==> src/rtl/link_tx_regs_pkg.sv <==
// Package with register map, field layout, reset values and codes for the link control bank.
// What this block does
// RL1 - Writing zero to manual bit requests sync
// RL2 - Manual request works under any source select
// RL3 - Stuck-low pin releases only with select two or three
// RL4 - Select chooses sync pin, timestamp, or software only
// RL5 - Format bit: offset binary or two's complement
// RL6 - Scrambler enable bit, disabled at reset
// RL7 - Software writes accepted whether link enabled or disabled
// RL8 - Pattern 0 normal, 1-3 PRBS 7/15/23
// RL9 - Pattern 4 ramp, 5 transport, 6 D21.5, 7 K28.5
// RL10 - Pattern 8 repeated alignment, 9 modified random
// RL11 - Pattern 10 outputs low, 11 outputs high
// RL12 - Pattern codes 12 to 15 are reserved
// RL13 - Device identifier sent in second alignment multiframe
// RL14 - Link A sends identifier, link B plus one
// RL15 - Identifier low bit ignored, reads zero
// RL16 - Frame end select: K28.7, K28.1, K28.5, reserved
// RL17 - Link disabled holds transmitter in reset, powered down
// RL18 - Effective sync request is pin or manual bit
package link_tx_regs_pkg;
    localparam logic [11:0] link_enable_index = 12'h200;
    localparam logic [11:0] manual_sync_request_index = 12'h203;
    localparam logic [11:0] link_control_index = 12'h204;
    localparam logic [11:0] test_pattern_control_index = 12'h205;
    localparam logic [11:0] device_id_parameter_index = 12'h206;
    localparam logic [11:0] frame_end_character_index = 12'h207;
    localparam int addr_width = 14;

    localparam logic [7:0] link_enable_reset = 8'h01;
    localparam logic [7:0] manual_sync_request_reset = 8'h01;
    localparam logic [7:0] link_control_reset = 8'h02;
    localparam logic [7:0] test_pattern_control_reset = 8'h00;
    localparam logic [7:0] device_id_parameter_reset = 8'h00;
    localparam logic [7:0] frame_end_character_reset = 8'h00;

    localparam int link_enable_pos = 0;
    localparam int manual_sync_request_n_pos = 0;
    localparam int scrambler_enable_pos = 0;
    localparam int sample_format_pos = 1;
    localparam int sync_source_lsb = 2;
    localparam int test_pattern_lsb = 0;
    localparam int frame_char_lsb = 0;

    localparam logic [1:0] sync_src_pin = 2'h0;
    localparam logic [1:0] sync_src_timestamp = 2'h1;
    localparam logic [1:0] sync_src_software = 2'h2;

    typedef enum logic [3:0] {
        pat_normal = 4'h0,
        pat_prbs7 = 4'h1,
        pat_prbs15 = 4'h2,
        pat_prbs23 = 4'h3,
        pat_ramp = 4'h4,
        pat_transport = 4'h5,
        pat_d21_5 = 4'h6,
        pat_k28_5 = 4'h7,
        pat_repeat_ila = 4'h8,
        pat_mod_rpat = 4'h9,
        pat_hold_low = 4'ha,
        pat_hold_high = 4'hb
    } test_pattern_t;

    localparam logic [7:0] k28_7 = 8'hfc;
    localparam logic [7:0] k28_1 = 8'h3c;
    localparam logic [7:0] k28_5 = 8'hbc;
endpackage

==> src/rtl/sync_request_select.sv <==
// Combines the selected sync pin with the manual request into one active-low request.
`timescale 1ns/1ps
`default_nettype none
module sync_request_select (
    // Selection and software request
    input wire logic [1:0] source_select,
    input wire logic manual_sync_request_n,
    input wire logic timestamp_receiver_enable,
    // Pins, active low
    input wire logic single_ended_sync_pin_n,
    input wire logic differential_timestamp_input_n,
    // Result
    output logic sync_request_n
);
    logic pin_asserted;

    always_comb begin
        pin_asserted = 1'b0;
        case (source_select)
            link_tx_regs_pkg::sync_src_pin: begin
                pin_asserted = ~single_ended_sync_pin_n; // RL4
            end
            link_tx_regs_pkg::sync_src_timestamp: begin
                pin_asserted = timestamp_receiver_enable & ~differential_timestamp_input_n; // RL4
            end
            default: begin
                // A stuck pin is ignored under software-only selection and under the unused code 3.
                pin_asserted = 1'b0; // RL3
            end
        endcase
        sync_request_n = ~(pin_asserted | ~manual_sync_request_n); // RL18 RL1 RL2
    end
endmodule
`default_nettype wire

==> src/rtl/frame_char_select.sv <==
// Maps the end-of-frame select code to its control character.
`timescale 1ns/1ps
`default_nettype none
module frame_char_select (
    // Select code
    input wire logic [1:0] select_code,
    // Character and reserved flag
    output logic [7:0] char_code,
    output logic reserved_code
);
    always_comb begin
        reserved_code = 1'b0;
        case (select_code)
            2'h0: char_code = link_tx_regs_pkg::k28_7; // RL16
            2'h1: char_code = link_tx_regs_pkg::k28_1; // RL16
            2'h2: char_code = link_tx_regs_pkg::k28_5; // RL16
            default: begin
                // Reserved code falls back to the compliant character.
                char_code = link_tx_regs_pkg::k28_7;
                reserved_code = 1'b1;
            end
        endcase
    end
endmodule
`default_nettype wire

==> src/rtl/serial_link_tx_control_regs.sv <==
// AXI4-Lite register bank steering the serial link transmitter.
`timescale 1ns/1ps
`default_nettype none
module serial_link_tx_control_regs (
    // Clock and reset
    input wire logic aclk,
    input wire logic aresetn,
    // AXI4-Lite write address
    input wire logic [link_tx_regs_pkg::addr_width-1:0] s_axi_awaddr,
    input wire logic s_axi_awvalid,
    output logic s_axi_awready,
    // AXI4-Lite write data
    input wire logic [31:0] s_axi_wdata,
    input wire logic [3:0] s_axi_wstrb,
    input wire logic s_axi_wvalid,
    output logic s_axi_wready,
    // AXI4-Lite write response
    output logic [1:0] s_axi_bresp,
    output logic s_axi_bvalid,
    input wire logic s_axi_bready,
    // AXI4-Lite read address
    input wire logic [link_tx_regs_pkg::addr_width-1:0] s_axi_araddr,
    input wire logic s_axi_arvalid,
    output logic s_axi_arready,
    // AXI4-Lite read data
    output logic [31:0] s_axi_rdata,
    output logic [1:0] s_axi_rresp,
    output logic s_axi_rvalid,
    input wire logic s_axi_rready,
    // Sync pins, active low, and active-high timestamp receiver enable
    input wire logic single_ended_sync_pin_n,
    input wire logic differential_timestamp_input_n,
    input wire logic timestamp_receiver_enable,
    // Transmitter controls
    output logic link_enable,
    output logic transmitter_reset,
    output logic serializer_power_down,
    output logic tx_clock_gate_off,
    output logic multiframe_counter_reset,
    output logic sync_request_n,
    output logic sample_format,
    output logic scrambler_enable,
    output logic [3:0] test_pattern_select,
    output logic [7:0] link_a_device_identifier,
    output logic [7:0] link_b_device_identifier,
    output logic [7:0] end_of_frame_char,
    output logic end_of_frame_char_reserved,
    output logic test_pattern_reserved
);
    typedef struct packed {
        logic aw_held;
        logic [link_tx_regs_pkg::addr_width-1:0] aw_addr;
        logic w_held;
        logic [31:0] w_data;
        logic [3:0] w_strb;
        logic bvalid;
        logic [1:0] bresp;
        logic rvalid;
        logic [1:0] rresp;
        logic [31:0] rdata;
        logic [7:0] enable_reg;
        logic [7:0] manual_reg;
        logic [7:0] control_reg;
        logic [7:0] pattern_reg;
        logic [7:0] did_reg;
        logic [7:0] end_of_frame_char_select_reg;
        logic sync_n;
    } state_t;

    state_t state_reg;
    state_t state_next;
    logic sync_comb_n;
    logic [7:0] end_of_frame_char_select_code;
    logic end_of_frame_char_select_reserved;

    localparam logic [1:0] resp_okay = 2'h0;
    localparam logic [1:0] resp_slverr = 2'h2;

    sync_request_select sync_sel_inst (
        .source_select(state_reg.control_reg[link_tx_regs_pkg::sync_source_lsb +: 2]),
        .manual_sync_request_n(state_reg.manual_reg[link_tx_regs_pkg::manual_sync_request_n_pos]),
        .timestamp_receiver_enable(timestamp_receiver_enable),
        .single_ended_sync_pin_n(single_ended_sync_pin_n),
        .differential_timestamp_input_n(differential_timestamp_input_n),
        .sync_request_n(sync_comb_n)
    );

    frame_char_select end_of_frame_char_select_inst (
        .select_code(state_reg.end_of_frame_char_select_reg[link_tx_regs_pkg::frame_char_lsb +: 2]),
        .char_code(end_of_frame_char_select_code),
        .reserved_code(end_of_frame_char_select_reserved)
    );

    function automatic logic [7:0] merge_byte(input logic [7:0] old_value,
                                              input logic [31:0] data,
                                              input logic [3:0] strb);
        merge_byte = strb[0] ? data[7:0] : old_value;
    endfunction

    function automatic logic [11:0] word_index(
        input logic [link_tx_regs_pkg::addr_width-1:0] addr);
        word_index = addr[link_tx_regs_pkg::addr_width-1:2];
    endfunction

    always_comb begin
        logic [11:0] idx;
        logic [7:0] wbyte;
        logic [7:0] rbyte;
        logic hit;
        idx = 12'h000;
        wbyte = 8'h00;
        rbyte = 8'h00;
        hit = 1'b0;
        state_next = state_reg;
        state_next.sync_n = sync_comb_n;

        if (s_axi_awvalid && s_axi_awready) begin
            state_next.aw_held = 1'b1;
            state_next.aw_addr = s_axi_awaddr;
        end
        if (s_axi_wvalid && s_axi_wready) begin
            state_next.w_held = 1'b1;
            state_next.w_data = s_axi_wdata;
            state_next.w_strb = s_axi_wstrb;
        end
        if (s_axi_bvalid && s_axi_bready) begin
            state_next.bvalid = 1'b0;
        end

        // Both halves held and no response pending: commit the write.
        if (state_reg.aw_held && state_reg.w_held && !state_reg.bvalid) begin
            idx = word_index(state_reg.aw_addr);
            hit = 1'b1;
            if (idx == link_tx_regs_pkg::link_enable_index) begin
                wbyte = merge_byte(state_reg.enable_reg, state_reg.w_data, state_reg.w_strb);
                state_next.enable_reg = wbyte;
            end else if (idx == link_tx_regs_pkg::manual_sync_request_index) begin
                wbyte = merge_byte(state_reg.manual_reg, state_reg.w_data, state_reg.w_strb);
                state_next.manual_reg = wbyte; // RL1
            end else if (idx == link_tx_regs_pkg::link_control_index) begin
                wbyte = merge_byte(state_reg.control_reg, state_reg.w_data, state_reg.w_strb);
                state_next.control_reg = wbyte; // RL4 RL5 RL6
            end else if (idx == link_tx_regs_pkg::test_pattern_control_index) begin
                wbyte = merge_byte(state_reg.pattern_reg, state_reg.w_data, state_reg.w_strb);
                state_next.pattern_reg = wbyte; // RL8 RL9 RL10 RL11
            end else if (idx == link_tx_regs_pkg::device_id_parameter_index) begin
                wbyte = merge_byte(state_reg.did_reg, state_reg.w_data, state_reg.w_strb);
                state_next.did_reg = {wbyte[7:1], 1'b0}; // RL15
            end else if (idx == link_tx_regs_pkg::frame_end_character_index) begin
                wbyte = merge_byte(state_reg.end_of_frame_char_select_reg, state_reg.w_data, state_reg.w_strb);
                state_next.end_of_frame_char_select_reg = wbyte; // RL16
            end else begin
                hit = 1'b0;
            end
            state_next.aw_held = 1'b0;
            state_next.w_held = 1'b0;
            state_next.bvalid = 1'b1;
            state_next.bresp = hit ? resp_okay : resp_slverr;
        end

        if (s_axi_rvalid && s_axi_rready) begin
            state_next.rvalid = 1'b0;
        end
        if (s_axi_arvalid && s_axi_arready) begin
            idx = word_index(s_axi_araddr);
            hit = 1'b1;
            if (idx == link_tx_regs_pkg::link_enable_index) begin
                rbyte = state_reg.enable_reg;
            end else if (idx == link_tx_regs_pkg::manual_sync_request_index) begin
                rbyte = state_reg.manual_reg;
            end else if (idx == link_tx_regs_pkg::link_control_index) begin
                rbyte = state_reg.control_reg;
            end else if (idx == link_tx_regs_pkg::test_pattern_control_index) begin
                rbyte = state_reg.pattern_reg;
            end else if (idx == link_tx_regs_pkg::device_id_parameter_index) begin
                rbyte = state_reg.did_reg; // RL15
            end else if (idx == link_tx_regs_pkg::frame_end_character_index) begin
                rbyte = state_reg.end_of_frame_char_select_reg;
            end else begin
                hit = 1'b0;
            end
            state_next.rvalid = 1'b1;
            state_next.rdata = {24'h000000, rbyte};
            state_next.rresp = hit ? resp_okay : resp_slverr;
        end

        if (!aresetn) begin
            state_next = '0;
            state_next.enable_reg = link_tx_regs_pkg::link_enable_reset;
            state_next.manual_reg = link_tx_regs_pkg::manual_sync_request_reset;
            state_next.control_reg = link_tx_regs_pkg::link_control_reset;
            state_next.pattern_reg = link_tx_regs_pkg::test_pattern_control_reset;
            state_next.did_reg = link_tx_regs_pkg::device_id_parameter_reset;
            state_next.end_of_frame_char_select_reg = link_tx_regs_pkg::frame_end_character_reset;
            state_next.sync_n = 1'b1;
        end
    end

    always_ff @(posedge aclk) begin
        state_reg <= state_next;
    end

    assign s_axi_awready = !state_reg.aw_held;
    assign s_axi_wready = !state_reg.w_held;
    assign s_axi_bvalid = state_reg.bvalid;
    assign s_axi_bresp = state_reg.bresp;
    assign s_axi_arready = !state_reg.rvalid;
    assign s_axi_rvalid = state_reg.rvalid;
    assign s_axi_rdata = state_reg.rdata;
    assign s_axi_rresp = state_reg.rresp;

    // While the link is disabled the transmitter stays in reset and powered down.
    assign link_enable = state_reg.enable_reg[link_tx_regs_pkg::link_enable_pos];
    assign transmitter_reset = !link_enable; // RL17
    assign serializer_power_down = !link_enable; // RL17
    assign tx_clock_gate_off = !link_enable; // RL17
    assign multiframe_counter_reset = !link_enable; // RL17
    assign sync_request_n = state_reg.sync_n; // RL18
    assign sample_format = state_reg.control_reg[link_tx_regs_pkg::sample_format_pos]; // RL5
    assign scrambler_enable = state_reg.control_reg[link_tx_regs_pkg::scrambler_enable_pos]; // RL6
    assign test_pattern_select = state_reg.pattern_reg[link_tx_regs_pkg::test_pattern_lsb +: 4];
    assign test_pattern_reserved = test_pattern_select > link_tx_regs_pkg::pat_hold_high; // RL12
    assign link_a_device_identifier = state_reg.did_reg; // RL13 RL14
    assign link_b_device_identifier = 8'(state_reg.did_reg + 8'h01); // RL14
    assign end_of_frame_char = end_of_frame_char_select_code;
    assign end_of_frame_char_reserved = end_of_frame_char_select_reserved;
endmodule
`default_nettype wire

==> config.mk <==
export PLATFORM = sky130hd
export DESIGN_NAME = serial_link_tx_control_regs
export DESIGN_NICKNAME = d
export VERILOG_FILES = /design/src/rtl/link_tx_regs_pkg.sv /design/src/rtl/sync_request_select.sv /design/src/rtl/frame_char_select.sv /design/src/rtl/serial_link_tx_control_regs.sv
export SDC_FILE = /design/constraint.sdc
export NUM_CORES = 1
export LEC_CHECK = 0
export BUFFER_PORTS_ARGS = -buffer_cell sky130_fd_sc_hd__buf_2
export CAP_MARGIN = 30
export CORE_MARGIN = 2
export CORE_UTILIZATION = 35
export DETAILED_ROUTE_END_ITERATION = 7
export GPL_TIMING_DRIVEN = 1
export SYNTH_ARGS = -nofsm -noshare
export SYNTH_HDL_FRONTEND = slang
export SYNTH_HIERARCHICAL = 1
export SYNTH_SLANG_ARGS = --single-unit
==> constraint.sdc <==
create_clock -name aclk -period 4.35 [get_ports aclk]
set_input_delay 0.87 -clock aclk [delete_from_list [all_inputs] [get_ports aclk]]
set_output_delay 0.87 -clock aclk [all_outputs]
set_load 0.02 [all_outputs]
# Word-level counts from Yosys, hierarchy flattened
# Index checks and enable logic that the tools add are counted.
# word_totals
ff_bits,87
output_inout_bits,79
wordCells,99
# classes
addsub,1
n_lt_le_gt_ge,1
n_eq_ne,15
n_mux,29
bitwise_logic,12
n_reduce_logical,24
# op_table
operator,count
$eq A12 B10 Y1 const B,12
$mux W8,6
$mux W35,1
$mux W1,17
$pmux W8 S2,1
$not A1 Y1,10
$add A8 B1 Y8 const B,1
$reduce_and A8 Y1,1
$logic_and A1 B1 Y1,7
$reduce_and A7 Y1,1
$reduce_and A6 Y1,1
$logic_not A1 Y1,5
$reduce_and A5 Y1,1
$eq A2 B1 Y1 const B,2
$gt A4 B4 Y1 const B,1
$logic_not A2 Y1,2
$mux W2,2
$reduce_and A4 Y1,1
$reduce_bool A2 Y1,2
$mux W3,1
$reduce_and A3 Y1,1
$reduce_or A3 Y1,1
$eq A2 B2 Y1 const B,1
$pmux W1 S2,1
3 further kinds,3

# Logic depth before layout (Yosys ltp)
# Gate-level depths: netlist (run 1).
# logic_depth
word_depth,10
depth_mapped,6
ltp_nobuf,4

# Cells and area by module
# The synthesis (run 1) kept the hierarchy.
# modules_own_cells
module,n_inst,cells_per_inst,area_per_inst_um2,seq_area_each_um2
serial_link_tx_control_regs,1,463,4108.9,1661.6
frame_char_select,1,12,85.1,0.0
sync_request_select,1,2,21.3,0.0

# Least setup slack after synthesis (run 1)
# Ideal clock, no wire load.
# synth_path
path_type,input-to-reg
startpoint,input port s_axi_araddr[3] in the netlist's numbering
endpoint,register state_reg (netlist bit s_axi_rdata[7])
arrival_ps,2103
slack_ps,2118
path_stages,5
cell_sequence,clkbuf_1 > mux2_2 > a221o_1 > a32oi_1 > a21oi_1
# synth_between
elab_chain_len,7
elab_cells_between_ends,12
# synth_lines
element,line_no,text
"start, declared",serial_link_tx_control_regs.sv:22,"input wire logic [link_tx_regs_pkg::addr_width-1:0] s_axi_araddr,"
$eq A12 B10 Y1,serial_link_tx_control_regs.sv:177,end else if (idx == link_tx_regs_pkg::frame_end_character_index) begin
$mux W8,serial_link_tx_control_regs.sv:177,
$mux W8,serial_link_tx_control_regs.sv:175,end else if (idx == link_tx_regs_pkg::device_id_parameter_index) begin
$mux W8,serial_link_tx_control_regs.sv:173,end else if (idx == link_tx_regs_pkg::test_pattern_control_index) begin
$mux W8,serial_link_tx_control_regs.sv:171,end else if (idx == link_tx_regs_pkg::link_control_index) begin
$mux W8,serial_link_tx_control_regs.sv:169,end else if (idx == link_tx_regs_pkg::manual_sync_request_index) begin
$mux W8 *,serial_link_tx_control_regs.sv:167,if (idx == link_tx_regs_pkg::link_enable_index) begin
"end signal, assigned",serial_link_tx_control_regs.sv:200,state_reg <= state_next;
"end, declared",serial_link_tx_control_regs.sv:70,state_t state_reg;
# Mark *: on every way between the ends. The rest lies on a longest branch, timed or not.
# A chain may end at the register's enable or synchronous reset.

# Worst setup path after layout (run 1)
# layout_path
startpoint,register state_reg[134] in the netlist's numbering
endpoint,register state_reg (netlist bit test_pattern_select[2])
# layout_between
elab_chain_len,3
elab_cells_between_ends,8
# layout_lines
element,line_no
$eq A12 B10 Y1 (on tied branches),"serial_link_tx_control_regs.sv:140, serial_link_tx_control_regs.sv:134, serial_link_tx_control_regs.sv:137"
$not A1 Y1 (no source line),n/a
$reduce_and A6 Y1 (no source line) *,n/a
# Marked as above.

==> qor.csv, run 1 <==
stage,metric,value,unit
run_status,status,"complete, no violations",
clock_network,cts_hold_buffers,0,
routing,wl_per_cell,14.8,µm
setup_path,arrival,2620,ps
power_and_ir_drop,ir_drop,0.000152,V
routing,via_count,3143,
grt,antenna_found_initial,0,
grt,gr-total-overflow,0,
synthesis,yosys_warnings,6,
floorplan,die_h,114,µm
cells_and_area,fin_area,0.00469,mm²
floorplan,io_pins,153,
power_and_ir_drop,p_total,1.76,mW
clock_network,worstSkewPairLatency,330,ps
clock_network,cts_buffer_depth,2,
sta,finalSetupViolCount,0,
setup_path,end_kind,register,
synthesis,ys_async_sr_fraction,0,%
clock_network,path_clk_slew,60,ps
synthesis,netlist.top_cell.by_area,dfxtp_1,
clock_network,cts_resized,0,
synthesis,postSynthAreaPerCell,8.84,µm²
cells_and_area,nets,589,
synthesis,synth_top_area_share,39.4,%
grt,grt_max_degree,67,
synthesis,netlist_area,0.00422,mm²
cells_and_area,final_cell_mix,"nand2_1, buf_2, dfxtp_1",
setup_path,max_stage_delay,660,ps
sta,slew_headroom,48.1,%
cells_and_area,fin_util,39.5,%
setup_path,slowest_stage,nand4b_1,
placed_design,portBuffers,87,
sta,rsz0062_at_grt,false,
synthesis,yosys-top-cells-area,"dfxtp_1, buf_4, mux2i_1",
clock_network,cts_buffers,9,
placed_design,preCtsSetupSlack,1820,ps
floorplan,dieArea,0.0129,mm²
synthesis,ys.flop_type,dfxtp_1,
routing,viasPerCell,4.73,
placed_design,place_area,0.00435,mm²
synthesis,yosysSeqAreaShare,39.4,%
hold_path,hp-class,reg2reg,
clock_network,htree_levels,3,
cells_and_area,drive_gt1_share,23.0,%
clock_network,cts_tree,built,
grt,grt_pass1_wl,15.1,mm
synthesis,synthCells,477,
power_and_ir_drop,p_leak,2.22,nW
floorplan,die_x,114,µm
clock_network,cts_root_buf,clkbuf_16,
routing,drt_wl_total,9.84,mm
cells_and_area,syn2layout_area_growth,11.3,%
sta,final.setup.tns,0,ps
sta,min_period,2370,ps
sta,fmax,0.421,GHz
placed_design,place_hpwl,6.98,mm
setup_path,worstSetupPathType,reg2reg,
synthesis,ys_types,50,
power_and_ir_drop,power_density,375,mW/mm²
sta,period_share,54.6,%
setup_path,cp_cell_sequence,or3b_2 > nor4_4 > nand4b_1 > mux2i_1,
routing,drtIter0Drc,154,
routing,drtPass1Iterations,4,
placed_design,gp_congestion,0.776,
clock_network,post_cts_buffers,0,
cells_and_area,layout_commonest_cell,nand2_1,
flow_run,max-cap-violations,0,
floorplan,fp-row-count,40,
synthesis,synth_edf_count,0,
setup_path,rr_worst_depth,4,
synthesis,ys_seq_elements,83,
floorplan,start_util,35.5,%
sta,hold_violations,0,
hold_path,hold_depth,2,
setup_path,required,4600,ps
sta,fin_ws,1980,ps
routing,postRouteAntennaNets,0,
grt,grt_pass1_vias,2922,
cells_and_area,diodes,0,
cells_and_area,largest_reg_flops,56,
sta,report.final.slew_viol_count,0,
grt,grt_usage,15.0,%
setup_path,start_kind,register,
clock_network,cts_sinks,83,
setup_path,crit_fanout,8,
floorplan,coreArea,0.0119,mm²
sta,tightest_slew,777,ps
routing,post-route-drc-count,0,
sta,clock-skew-final,4.60,ps
==> synthesized netlist by cell type, types with 8 or more instances <==
| cell type | count |
|---|---|
| o21ai_0 | 9 |
| mux2i_1 | 48 |
| nor2_1 | 12 |
| mux2_2 | 8 |
| clkbuf_1 | 24 |
| a21boi_0 | 21 |
| buf_4 | 65 |
| nor2b_1 | 10 |
| dfxtp_1 | 83 |
| nand2_1 | 103 |
==> worst max-delay path, delay by kind of cell (launching register included) <==
| kind | cells | cell delay, ps |
|---|---|---|
| and+or+nand+nor | 3 | 1640 |
| muxes | 1 | 350 |
| DFF | 1 | 310 |
==> area by class of cell <==
class	count	area, µm²
Clock buffer	10	239
Clock inverter	5	77.6
Fill cell	1196	7170
Inverter	7	26.3
Multi-Input combinational cell	323	2030
Sequential cell	83	1660
Tap cell	147	184
Timing Repair Buffer	89	470
==> kinds of logic after synthesis <==
kind of cell | Yosys count | synth area share (%)
muxes | 56 | 13.5
and+or+nand+nor | 161 | 18.4
xor gates and xnor gates | 2 | 0.416
DFF | 83 | 39.4
buffers and inverters | 101 | 15.0
AOI/OAI and AO/OA | 68 | 12.2
other | 4 | 0.356
adders and majority gates | 2 | 0.594
==> per-layer routing <==
metal,wire [µm],GRT usage [%],vias up
met1,4580,19.7,1453
met2,4780,24.9,85
met4,70,4.15,0
met3,406,3.56,8
met5,0,0,-
li1,-,-,1597
==> final timing paths <==
path | startpoint | endpoint | slack (ps)
max | state_reg[134]$_SDFFE_PN0P_ | test_pattern_select[2]$_SDFFE_PN0P_ | 1980
min | state_reg[22]$_SDFFE_PN0P_ | state_reg[22]$_SDFFE_PN0P_ | 460
max reg2reg | state_reg[134]$_SDFFE_PN0P_ | test_pattern_select[2]$_SDFFE_PN0P_ | 1980
min reg2reg | state_reg[22]$_SDFFE_PN0P_ | state_reg[22]$_SDFFE_PN0P_ | 460
==> per-stage QoR <==
stage	hold WS, ps	instances
after floorplan	435	507
after global placement	443	648
after detailed placement	452	648
after CTS	463	663
after global routing	475	664
final	459	664
==> power by group <==
group	internal [mW]	total (mW)	switching (mW)	leakage, nW
clock	0.513	0.811	0.298	0.154
sequential	0.776	0.789	0.0127	0.673
combinational	0.0510	0.158	0.107	1.39
total	1.34	1.76	0.418	2.22
No activity file was read; power rests on OpenSTA's default activity.
==> run 2: changes to the inputs <==
- ABC_AREA: default -> 1
- clock period: 4.35 -> 2 ns (I/O delays scaled with it)
==> run 2 against run 1 <==
  * Clock power increased by 100%
  * First-iteration DRC count increased by 15%
  * Setup slack got worse by 1700 ps
  * Final area increased by 0.11%
  * Flip-flop and latch count unchanged
  * Combinational power increased by 110%
  * Power increased by 110%
  * Count of clock-buffer cells in the layout increased by 1
  * Non-clock buffer count increased by 12
  * Worst hold slack got worse by 180 ps
  * Register-to-register slack got worse by 1700 ps
  * Cell count increased by 19%
  * Critical path type unchanged
  * Largest cell class unchanged
==> qor.csv, run 2 <==
stage,metric,value,unit
run_status,status,"complete, no violations",
sta,finalSetupViolCount,0,
synthesis,netlist.top_cell.by_area,dfxtp_1,
sta,rsz0062_at_grt,false,
setup_path,r2r_start,state_reg[130]$_SDFFE_PN0P_,
routing,postRouteAntennaNets,0,
grt,grt_pass1_vias,3425,
routing,drtIter0Drc,177,
synthesis,yosys_warnings,6,
clock_network,htree_levels,3,
cells_and_area,nets,716,
setup_path,worstSetupPathType,reg2reg,
synthesis,yosysSeqAreaShare,40.1,%
cells_and_area,largest_reg_flops,56,
cells_and_area,fin_area,0.00470,mm²
grt,grt_usage,15.6,%
grt,antenna_found_initial,0,
floorplan,dieArea,0.0127,mm²
hold_path,worstHoldStart,s_axi_awaddr[9],
clock_network,cts_buffer_depth,2,
flow_run,max-cap-violations,0,
cells_and_area,syn2layout_area_growth,13.4,%
clock_network,worstSkewPairLatency,340,ps
floorplan,start_util,36.1,%
routing,drtPass1Iterations,4,
clock_network,cts_buffers,9,
setup_path,rr_worst_depth,7,
setup_path,start_kind,register,
synthesis,ys_seq_elements,83,
clock_network,cts_resized,0,
grt,grt_pass1_wl,16.0,mm
setup_path,arrival,1910,ps
synthesis,ys_types,30,
power_and_ir_drop,p_leak,2.16,nW
synthesis,netlist_area,0.00414,mm²
sta,report.final.slew_viol_count,0,
floorplan,die_h,113,µm
cells_and_area,final_cell_mix,"nand2_1, buf_2, dfxtp_1",
cells_and_area,diodes,0,
floorplan,fp-row-count,39,
routing,viasPerCell,4.62,
floorplan,coreArea,0.0115,mm²
synthesis,ys_async_sr_fraction,0,%
synthesis,synth_edf_count,0,
clock_network,cts_sinks,83,
setup_path,required,2210,ps
hold_path,hold_depth,3,
hold_path,worstHoldEndpoint,state_reg[133]$_SDFFE_PN0P_,
synthesis,synthCells,580,
synthesis,yosysMostFrequentCell,nand2_1,
clock_network,cts_root_buf,clkbuf_16,
power_and_ir_drop,power_density,789,mW/mm²
synthesis,yosys-top-cells-area,"dfxtp_1, buf_4, a21oi_1",
routing,wl_per_cell,12.3,µm
synthesis,postSynthAreaPerCell,7.14,µm²
routing,post-route-drc-count,0,
routing,drt_wl_total,9.67,mm
clock_network,path_clk_slew,60,ps
clock_network,cts_hold_buffers,0,
floorplan,io_pins,153,
sta,slew_headroom,63.9,%
setup_path,end_kind,register,
grt,grt_max_degree,33,
clock_network,post_cts_buffers,0,
sta,final.setup.tns,0,ps
clock_network,cts_tree,built,
placed_design,place_area,0.00440,mm²
power_and_ir_drop,p_total,3.70,mW
synthesis,synth_top_area_share,40.1,%
synthesis,ys.flop_type,dfxtp_1,
floorplan,die_x,113,µm
setup_path,rrSetupSlack,300,ps
setup_path,r2r_end,test_pattern_select[0]$_SDFFE_PN0P_,
hold_path,hp-class,in2reg,
power_and_ir_drop,ir_drop,0.000463,V
synthesis,synth_common_cells,"nand2_1, dfxtp_1, a21oi_1",
sta,tightest_slew,542,ps
sta,min_period,1700,ps
cells_and_area,layout_commonest_cell,nand2_1,
placed_design,portBuffers,87,
routing,via_count,3641,
placed_design,place_hpwl,7.33,mm
sta,period_share,85.0,%
grt,gr-total-overflow,0,
cells_and_area,drive_gt1_share,20.8,%
sta,clock-skew-final,4.73,ps
setup_path,crit_fanout,16,
sta,hold_violations,0,
placed_design,gp_congestion,0.832,
sta,fmax,0.588,GHz
-- run 2: per-stage QoR --
step | util [%] | worst slack, ps | instances | hold WS (ps)
2_1_floorplan | - | 489 | 610 | 423
3_3_place_gp | 38.4 | 181 | 772 | 431
3_5_place_dp | 38.4 | 168 | 772 | 435
4_1_cts | 40.9 | 309 | 788 | 272
5_1_grt | 40.9 | 64.3 | 788 | 291
6_report | 40.9 | 299 | 788 | 280
-- run 2: metal layers --
layer  track usage, %  part of all wire [%]  vias up
met4             5.85                   1.9        0
met1             18.9                    45     1633
li1                 -                     -     1892
met5                0                     0        -
met3             4.18                   5.3       15
met2             26.7                    48      101
-- run 2: final cells by class --
type	count	area (µm²)
multi-input cells	374	1740
well taps	143	179
flip-flops and latches	83	1660
fillers	1205	6770
inverters	71	268
clock buffers	11	243
clock inverters	5	52.6
repair buffers	101	553
-- run 2: where the power goes --
part	internal [mW]	switching (mW)	total, mW
Combinational	0.0950	0.231	0.326
Clock	0.994	0.649	1.64
Sequential	1.70	0.0346	1.73
-- run 2: critical path, stage by stage, from the launching register on --
cell and delay [ps]:
dfxtp_1 320, nor2_1 100, nand2_1 120, nor2_2 170, nand4_1 130, or2_1 440
o21ai_0 240, a21oi_1 60
-- run 2: worst max-delay path by stage --
stage	slack, ps	depth (start not counted)	from	endpoint
final	300	7	state_reg[130]$_SDFFE_PN0P_	test_pattern_select[0]$_SDFFE_PN0P_
after global routing	60	8	state_reg[130]$_SDFFE_PN0P_	state_reg[21]$_SDFFE_PN0P_
after floorplan	490	11	s_axi_bvalid$_SDFFE_PN0P_	state_reg[23]$_SDFFE_PN0P_
after CTS	310	9	state_reg[135]$_SDFFE_PN0P_	test_pattern_select[1]$_SDFFE_PN0P_
after global placement	180	10	s_axi_araddr[7]	s_axi_rdata[0]$_SDFFE_PN0P_
after detailed placement	170	10	s_axi_araddr[7]	s_axi_rdata[0]$_SDFFE_PN0P_
-- run 2: cell families after synthesis --
kind of cell	Yosys count	share of synthesized area, %
simple gates	202	21.3
buf+inv	153	20.6
compound gates	136	17.0
flops	83	40.1
other cells	4	0.363
fa+ha+maj	2	0.604
